==> src/common/nbu_pkg.sv <==
`default_nettype none
package nbu_pkg;
   ////////////////////////////////////////////////////////////////////////
   // device register map (special-function-register addresses)
   localparam logic [7:0]  NBU_SFR_CTRL      = 8'h98;
   localparam logic [7:0]  NBU_SFR_DATA      = 8'h99;
   localparam logic [7:0]  NBU_CTRL_RST      = 8'h40;
   localparam logic [7:0]  NBU_DATA_RST      = 8'h00;
   // serial_port_control field positions
   localparam int          NBU_B_MODE        = 7;
   localparam int          NBU_B_ONE         = 6;
   localparam int          NBU_B_FILT        = 5;
   localparam int          NBU_B_REN         = 4;
   localparam int          NBU_B_TB8         = 3;
   localparam int          NBU_B_RB8         = 2;
   localparam int          NBU_B_TI          = 1;
   localparam int          NBU_B_RI          = 0;
   // frame lengths in bits, start and stop included
   localparam logic [3:0]  NBU_BITS_8        = 4'ha;
   localparam logic [3:0]  NBU_BITS_9        = 4'hb;
   ////////////////////////////////////////////////////////////////////////
   // remote end register map (axi4-lite byte addresses)
   localparam logic [7:0]  NBU_R_TX          = 8'h00;
   localparam logic [7:0]  NBU_R_RX          = 8'h04;
   localparam logic [7:0]  NBU_R_STAT        = 8'h08;
   localparam logic [7:0]  NBU_R_CFG         = 8'h0c;
   localparam logic [1:0]  NBU_RESP_OKAY     = 2'h0;
   localparam logic [1:0]  NBU_RESP_SLVERR   = 2'h2;
   // remote bit timing
   localparam int          NBU_CLK_HZ        = 125_000_000;
   localparam int          NBU_BAUD          = 115200;
   localparam logic [15:0] NBU_BIT_CYCLES    = 16'(NBU_CLK_HZ / NBU_BAUD);
   ////////////////////////////////////////////////////////////////////////
   typedef enum logic [0:0] {
      NBU_RX_IDLE = 1'b0,
      NBU_RX_BUSY = 1'b1
   } nbu_rx_st_t;
endpackage : nbu_pkg
`default_nettype wire

==> src/common/nbu_link_if.sv <==
`default_nettype none
interface nbu_link_if;
   // device transmit line, remote receives it
   logic serial_out_line;
   // remote transmit line, device receives it
   logic serial_in_line;
   modport dev (output serial_out_line, input serial_in_line);
   modport far (input serial_out_line, output serial_in_line);
endinterface : nbu_link_if
`default_nettype wire

==> src/logic/nbu_remote.sv <==
// Implementation choice: the AXI4-Lite slave port.
`default_nettype none
module nbu_remote (
   // clock and reset
   input  wire logic        aclk,
   input  wire logic        aresetn,
   // axi4-lite write
   input  wire logic        awvalid,
   output logic             awready,
   input  wire logic [7:0]  awaddr,
   input  wire logic        wvalid,
   output logic             wready,
   input  wire logic [31:0] wdata,
   input  wire logic [3:0]  wstrb,
   output logic             bvalid,
   input  wire logic        bready,
   output logic      [1:0]  bresp,
   // axi4-lite read
   input  wire logic        arvalid,
   output logic             arready,
   input  wire logic [7:0]  araddr,
   output logic             rvalid,
   input  wire logic        rready,
   output logic      [31:0] rdata,
   output logic      [1:0]  rresp,
   // serial link
   nbu_link_if.far          link
);
   ////////////////////////////////////////////////////////////////////////
   typedef struct packed {
      logic                awready;
      logic                wready;
      logic                bvalid;
      logic [1:0]          bresp;
      logic [7:0]          awaddr;
      logic [31:0]         wdata;
      logic                arready;
      logic                rvalid;
      logic [1:0]          rresp;
      logic [31:0]         rdata;
      logic                nine;
      logic                ren;
      logic [15:0]         period;
      logic                tx_busy;
      logic                tx_line;
      logic [9:0]          tx_sh;
      logic [3:0]          tx_left;
      logic [15:0]         tx_cnt;
      nbu_pkg::nbu_rx_st_t rx_st;
      logic                rx_prev;
      logic [15:0]         rx_cnt;
      logic [3:0]          rx_idx;
      logic [8:0]          rx_sh;
      logic [8:0]          rx_data;
      logic                rx_valid;
      logic                rx_err;
   } nbu_rem_st_t;

   localparam nbu_rem_st_t REM_RST = '{
      awready: 1'b1, wready: 1'b1, bvalid: 1'b0, bresp: 2'h0, awaddr: 8'h00,
      wdata: 32'h0, arready: 1'b1, rvalid: 1'b0, rresp: 2'h0, rdata: 32'h0,
      nine: 1'b0, ren: 1'b0, period: nbu_pkg::NBU_BIT_CYCLES, tx_busy: 1'b0,
      tx_line: 1'b1, tx_sh: 10'h3ff, tx_left: 4'h0, tx_cnt: 16'h0,
      rx_st: nbu_pkg::NBU_RX_IDLE, rx_prev: 1'b1, rx_cnt: 16'h0, rx_idx: 4'h0,
      rx_sh: 9'h000, rx_data: 9'h000, rx_valid: 1'b0, rx_err: 1'b0
   };

   nbu_rem_st_t q;
   nbu_rem_st_t d;
   logic        line;
   logic [3:0]  nbits;

   ////////////////////////////////////////////////////////////////////////
   always_comb begin
      d     = q;
      line  = link.serial_out_line;
      nbits = q.nine ? nbu_pkg::NBU_BITS_9 : nbu_pkg::NBU_BITS_8;

      // write channels taken independently; strobes are not used
      if (awvalid && q.awready) begin
         d.awaddr  = awaddr;
         d.awready = 1'b0;
      end
      if (wvalid && q.wready) begin
         d.wdata  = wdata;
         d.wready = 1'b0;
      end
      if (q.bvalid && bready) begin
         d.bvalid  = 1'b0;
         d.awready = 1'b1;
         d.wready  = 1'b1;
      end

      // transmitter
      if (q.tx_busy) begin
         if (q.tx_cnt == 16'h0) begin
            d.tx_cnt = q.period - 16'h1;
            if (q.tx_left == 4'h0) begin
               d.tx_busy = 1'b0;
            end else begin
               d.tx_line = q.tx_sh[0];
               d.tx_sh   = {1'b1, q.tx_sh[9:1]};
               d.tx_left = q.tx_left - 4'h1;
            end
         end else begin
            d.tx_cnt = q.tx_cnt - 16'h1;
         end
      end

      // commit a write once address and data are both held
      if (!q.awready && !q.wready && !q.bvalid) begin
         d.bvalid = 1'b1;
         d.bresp  = nbu_pkg::NBU_RESP_OKAY;
         case (q.awaddr)
            nbu_pkg::NBU_R_TX: begin
               if (!q.tx_busy) begin
                  d.tx_busy = 1'b1;
                  d.tx_line = 1'b0;
                  // bit 8 of the word marks an address byte
                  d.tx_sh   = q.nine ? {1'b1, q.wdata[8:0]} : {2'b11, q.wdata[7:0]}; // see RL17, RL1, RL22
                  d.tx_left = nbits - 4'h1;
                  d.tx_cnt  = q.period - 16'h1;
               end
            end
            nbu_pkg::NBU_R_CFG: begin
               d.nine   = q.wdata[0];
               d.ren    = q.wdata[1];
               d.period = q.wdata[31:16];
            end
            nbu_pkg::NBU_R_RX, nbu_pkg::NBU_R_STAT: begin
               d.bresp = nbu_pkg::NBU_RESP_OKAY;
            end
            default: begin
               d.bresp = nbu_pkg::NBU_RESP_SLVERR;
            end
         endcase
      end

      // read channel; reading the rx word clears its valid flag
      if (arvalid && q.arready) begin
         d.arready = 1'b0;
         d.rvalid  = 1'b1;
         d.rresp   = nbu_pkg::NBU_RESP_OKAY;
         case (araddr)
            nbu_pkg::NBU_R_TX: begin
               d.rdata = 32'h0;
            end
            nbu_pkg::NBU_R_RX: begin
               d.rdata    = {22'h0, q.rx_err, q.rx_data};
               d.rx_valid = 1'b0;
            end
            nbu_pkg::NBU_R_STAT: begin
               d.rdata = {29'h0, q.rx_err, q.rx_valid, q.tx_busy};
            end
            nbu_pkg::NBU_R_CFG: begin
               d.rdata = {q.period, 14'h0, q.ren, q.nine};
            end
            default: begin
               d.rdata = 32'h0;
               d.rresp = nbu_pkg::NBU_RESP_SLVERR;
            end
         endcase
      end
      if (q.rvalid && rready) begin
         d.rvalid  = 1'b0;
         d.arready = 1'b1;
      end

      // receiver; a new frame sets valid after any clear above
      d.rx_prev = line;
      if (q.rx_st == nbu_pkg::NBU_RX_IDLE) begin
         if (q.ren && q.rx_prev && !line) begin
            d.rx_st  = nbu_pkg::NBU_RX_BUSY;
            d.rx_cnt = {1'b0, q.period[15:1]};
            d.rx_idx = 4'h0;
         end
      end else if (q.rx_cnt != 16'h0) begin
         d.rx_cnt = q.rx_cnt - 16'h1;
      end else begin
         d.rx_cnt = q.period - 16'h1;
         if (q.rx_idx == 4'h0 && line) begin
            d.rx_st = nbu_pkg::NBU_RX_IDLE;
         end else if (q.rx_idx == nbits - 4'h1) begin
            d.rx_st    = nbu_pkg::NBU_RX_IDLE;
            d.rx_data  = q.nine ? q.rx_sh : {1'b0, q.rx_sh[8:1]};
            d.rx_err   = !line;
            d.rx_valid = 1'b1;
         end else begin
            d.rx_sh  = {line, q.rx_sh[8:1]};
            d.rx_idx = q.rx_idx + 4'h1;
         end
      end
   end

   always_ff @(posedge aclk) begin
      if (!aresetn) begin
         q <= REM_RST;
      end else begin
         q <= d;
      end
   end

   ////////////////////////////////////////////////////////////////////////
   assign awready             = q.awready;
   assign wready              = q.wready;
   assign bvalid              = q.bvalid;
   assign bresp               = q.bresp;
   assign arready             = q.arready;
   assign rvalid              = q.rvalid;
   assign rdata               = q.rdata;
   assign rresp               = q.rresp;
   assign link.serial_in_line = q.tx_line;
endmodule : nbu_remote
`default_nettype wire

==> src/flat_wrapper.sv <==
// flat-port wrapper written by rule: the top's interface ports become plain ports
module nbu_remote_flat 
  (aclk, aresetn, awvalid, awready, awaddr, wvalid, wready, wdata, wstrb, bvalid, bready, bresp, arvalid, arready, araddr, rvalid, rready, rdata, rresp, link_serial_out_line, link_serial_in_line);
  nbu_link_if link_i ();
  input  wire logic aclk;
  input  wire logic aresetn;
  input  wire logic awvalid;
  output logic awready;
  input  wire logic [7:0] awaddr;
  input  wire logic wvalid;
  output logic wready;
  input  wire logic [31:0] wdata;
  input  wire logic [3:0] wstrb;
  output logic bvalid;
  input  wire logic bready;
  output logic      [1:0] bresp;
  input  wire logic arvalid;
  output logic arready;
  input  wire logic [7:0] araddr;
  output logic rvalid;
  input  wire logic rready;
  output logic      [31:0] rdata;
  output logic      [1:0] rresp;
  input wire logic [$bits(link_i.serial_out_line)-1:0] link_serial_out_line;
  output wire logic [$bits(link_i.serial_in_line)-1:0] link_serial_in_line;
  assign link_i.serial_out_line = link_serial_out_line;
  assign link_serial_in_line = link_i.serial_in_line;
  nbu_remote u_core (.aclk(aclk), .aresetn(aresetn), .awvalid(awvalid), .awready(awready), .awaddr(awaddr), .wvalid(wvalid), .wready(wready), .wdata(wdata), .wstrb(wstrb), .bvalid(bvalid), .bready(bready), .bresp(bresp), .arvalid(arvalid), .arready(arready), .araddr(araddr), .rvalid(rvalid), .rready(rready), .rdata(rdata), .rresp(rresp), .link(link_i));
endmodule
==> config.mk <==
export PLATFORM = sky130hd
export DESIGN_NAME = nbu_remote_flat
export DESIGN_NICKNAME = d
export VERILOG_FILES = /design/src/common/nbu_pkg.sv /design/src/common/nbu_link_if.sv /design/src/logic/nbu_remote.sv /design/src/flat_wrapper.sv
export SDC_FILE = /design/constraint.sdc
export NUM_CORES = 1
export LEC_CHECK = 0
export ABC_AREA = 1
export BUFFER_PORTS_ARGS = -buffer_cell sky130_fd_sc_hd__buf_2
export CAP_MARGIN = 15
export CORE_ASPECT_RATIO = 1.25
export CORE_UTILIZATION = 35
export DETAILED_ROUTE_END_ITERATION = 10
export MAX_ROUTING_LAYER = met4
export PLACE_DENSITY = 0.54
export RECOVER_POWER = 25
export SLEW_MARGIN = 20
export SYNTH_ARGS = -nofsm -noshare
export SYNTH_HDL_FRONTEND = slang
export SYNTH_SLANG_ARGS = --single-unit
==> constraint.sdc <==
create_clock -name aclk -period 2.1 [get_ports aclk]
set_clock_uncertainty 0.2 [all_clocks]
set_input_delay 0.105 -clock aclk [delete_from_list [all_inputs] [get_ports aclk]]
set_output_delay 0.105 -clock aclk [all_outputs]
set_load 0.02 [all_outputs]
==> impl_metrics.tcl <==
set metrics [dict create \
    run_status "finished with violations" \
    violations "negative hold slack" \
    synth_cells 1189 \
    cts.sinks 158 \
    end_kind "flop" \
    vdd_ir_drop_max_mv 0.559 \
    final_max_slew_viol_count 0 \
    grt_pass1_vias 6940 \
    fin_crit_sh_pct 93.5 \
    postSynth.asyncResetShare_pct 0 \
    ant_nets 0 \
    synthTopCellsByArea "dfxtp_1 (39%), nand2_1 (12%), nor2_1 (7.0%)" \
    antenna_found_initial 0 \
    yosys.area.top_type "dfxtp_1" \
    synth_top_area_share_pct 39.2 \
    grt.overflow.total 0 \
    initial_core_util_pct 35.9 \
    crit_required_ps 2230 \
    hold_viol 2 \
    syn2layout_area_growth_pct 21.2 \
    diodes 0 \
    cellLeakagePower_uw 0.00444 \
    critPathMaxFanout 7 \
    crit_path_start_kind "flop" \
    post_cts_buffers 0 \
    yosysWarnings 0 \
    cts_root_buf "clkbuf_16" \
    dp_cells 1524 \
    finalWorstPathRequiredPeriod_ps 1960 \
    setup_viol 0 \
    path_class "reg2reg" \
    ys_seq_area_share_pct 39.2 \
    clkLatencyLatePin_ps 440 \
    place_ws_ps 116 \
    numCtsBuffers 17 \
    layout_setup_ws_ps 135 \
    grt_use_met3_pct 3.71 \
    grt_max_degree 62 \
    max_freq_mhz 509 \
    die_w_microns 138 \
    worst_pin_slew_ps 596 \
    place.gp.congestion 0.927 \
    whs_ps -41.4 \
    ios 102 \
    yosysUniqueCellTypes 38 \
    layoutNonFillerInstCount 1603 \
    grtUsageMet1_pct 25.1 \
    dr.first_iter.drc_count 338 \
    layout.nets 1375 \
    crit_arrival_ps 2100 \
    power_uw 7090 \
    die_h_microns 172 \
    core-area_sq_mm 0.0224 \
    finalWirelength_microns 22300 \
    powerDensity_mw_per_mm2 726 \
    grt_pass1_wl_microns 35600 \
    final.setup.tns_ps 0 \
    synth_ff_type "dfxtp_1" \
    layout-drive-gt1-share_pct 11.7 \
    avgViaCountPerCell 4.77 \
    rsz0062_at_grt "false" \
    wire_per_inst_microns 13.9 \
    drtPass1Iterations 5 \
    cts_tree "built" \
    cap_violations 0 \
    use_met2_pct 32.5 \
    dieArea_sq_mm 0.0237 \
    reg2reg_slack_ps 140 \
    syn_area_sq_mm 0.00807 \
    via_count 7640 \
    hpwl_microns 16500 \
    hold_class "in2reg" \
    rows 61 \
    htreeDepth 4 \
    gr-usage-all-layers_pct 20.2 \
    synth_edf_count 0 \
    route.detailed.drc 0 \
    syn_area_per_cell_sq_um 6.78 \
    grt-busiest-layer "met2" \
    cts_buffer_depth 2 \
    clk_pin_slew_ps 70 \
    maxSlewHeadroom_pct 59.8 \
    io_buffers 82 \
    synth_seq_cells 158 \
]
==> critical path, cell delays in order (launching register included) <==
cell and delay, ps:
dfxtp_1 320, inv_1 120, ha_1 160, inv_1 50, nor2_1 80, nand2_1 100
nor2_4 150, nand3_4 140, nor2_4 240, inv_2 100, o21ai_0 160, a21oi_1 60
==> routing by layer <==
metal | share of wire, % | vias to the layer above
li1 | - | 4012
met1 | 47 | 3441
met2 | 47 | 154
met3 | 4.0 | 33
met4 | 1.9 | 0
met5 | 0 | -
==> what timing repair did <==
action	4_1_cts	5_1_grt
hold buffers	49	0
hold endpoints to repair	81	0
endpoints found under the setup margin	0	29
resized for setup	0	3
==> kinds of logic after synthesis <==
| family | Yosys count | share of synthesized area [%] |
|---|---|---|
| flops | 158 | 39.2 |
| xor+xnor | 24 | 2.61 |
| other cells | 1 | 0.0465 |
| compound gates | 237 | 15.5 |
| buf+inv | 219 | 12.6 |
| simple gates | 542 | 28.8 |
| fa+ha+maj | 8 | 1.24 |
==> cell type report <==
type / instances / area, sq um
Fill cell: 2385 / 12700
Sequential cell: 158 / 3160
Multi-Input combinational cell: 819 / 3920
Timing Repair Buffer: 169 / 1180
Clock inverter: 15 / 200
Inverter: 142 / 533
Tap cell: 283 / 354
Clock buffer: 17 / 425
==> worst paths after layout <==
path / from / endpoint / cells past startpoint
setup / recovery: u_core.q[24] / u_core.q[14] / 11
hold / removal: araddr[3] / u_core.rdata[2] / 6
setup reg to reg: u_core.q[24] / u_core.q[14] / 11
hold reg to reg: u_core.q[146] / u_core.q[146] / 2
==> state kept, by name, indices dropped and copies added (netlist names) <==
name                        count
u_core.awready                  1
u_core.bresp                    1
u_core.arready                  1
u_core.q                      124
u_core.rvalid                   1
u_core.rdata                   26
u_core.link.serial_in_line      1
u_core.bvalid                   1
u_core.rresp                    1
u_core.wready                   1
==> cells in the final DEF (no fill, tap or decap), types with 37 or more instances in the layout <==
cell type / count
buf_4: 37
buf_2: 47
o21ai_0: 112
dfxtp_1: 158
a21oi_1: 85
nor2_1: 151
inv_1: 131
nand3_1: 77
nand2_1: 262
dlygate4sd3_1: 47
==> cell usage after synthesis (2+ instances only) <==
| master | number |
|---|---|
| buf_6 | 4 |
| nor3_1 | 5 |
| o21ai_0 | 112 |
| xnor2_1 | 3 |
| buf_1 | 3 |
| clkbuf_1 | 23 |
| o21bai_1 | 2 |
| nor2_2 | 5 |
| xor2_1 | 21 |
| nand3_1 | 77 |
| a211oi_1 | 2 |
| inv_2 | 6 |
| nor2_4 | 10 |
| ha_1 | 8 |
| nand2_2 | 7 |
| nand3b_1 | 3 |
| o21ai_1 | 10 |
| nand2_1 | 263 |
| o22ai_1 | 10 |
| clkinv_1 | 4 |
| a31oi_1 | 2 |
| buf_4 | 42 |
| o211ai_1 | 10 |
| nand4_1 | 15 |
| inv_1 | 132 |
| buf_2 | 5 |
| a21oi_1 | 85 |
| nor3_2 | 2 |
| nor2_1 | 151 |
| dfxtp_1 | 158 |
| o21a_1 | 2 |
==> through the flow <==
stage | utilization [%] | hold slack [ps] | cell area [sq um]
after detailed placement | 38.8 | 147 | 8710
final | 43.5 | -41.4 | 9770
after floorplan | - | 4.02 | 8090
after global placement | 38.8 | 142 | 8710
after global routing | 43.5 | 5.11 | 9770
after CTS | 43.8 | 5.21 | 9830
==> report_power, final <==
| group | total, uW | switching, uW | internal [uW] |
|---|---|---|---|
| clock | 3320 | 1400 | 1920 |
| sequential | 3150 | 53.5 | 3090 |
| combinational | 625 | 384 | 241 |
(Power assumes the default switching activity.)
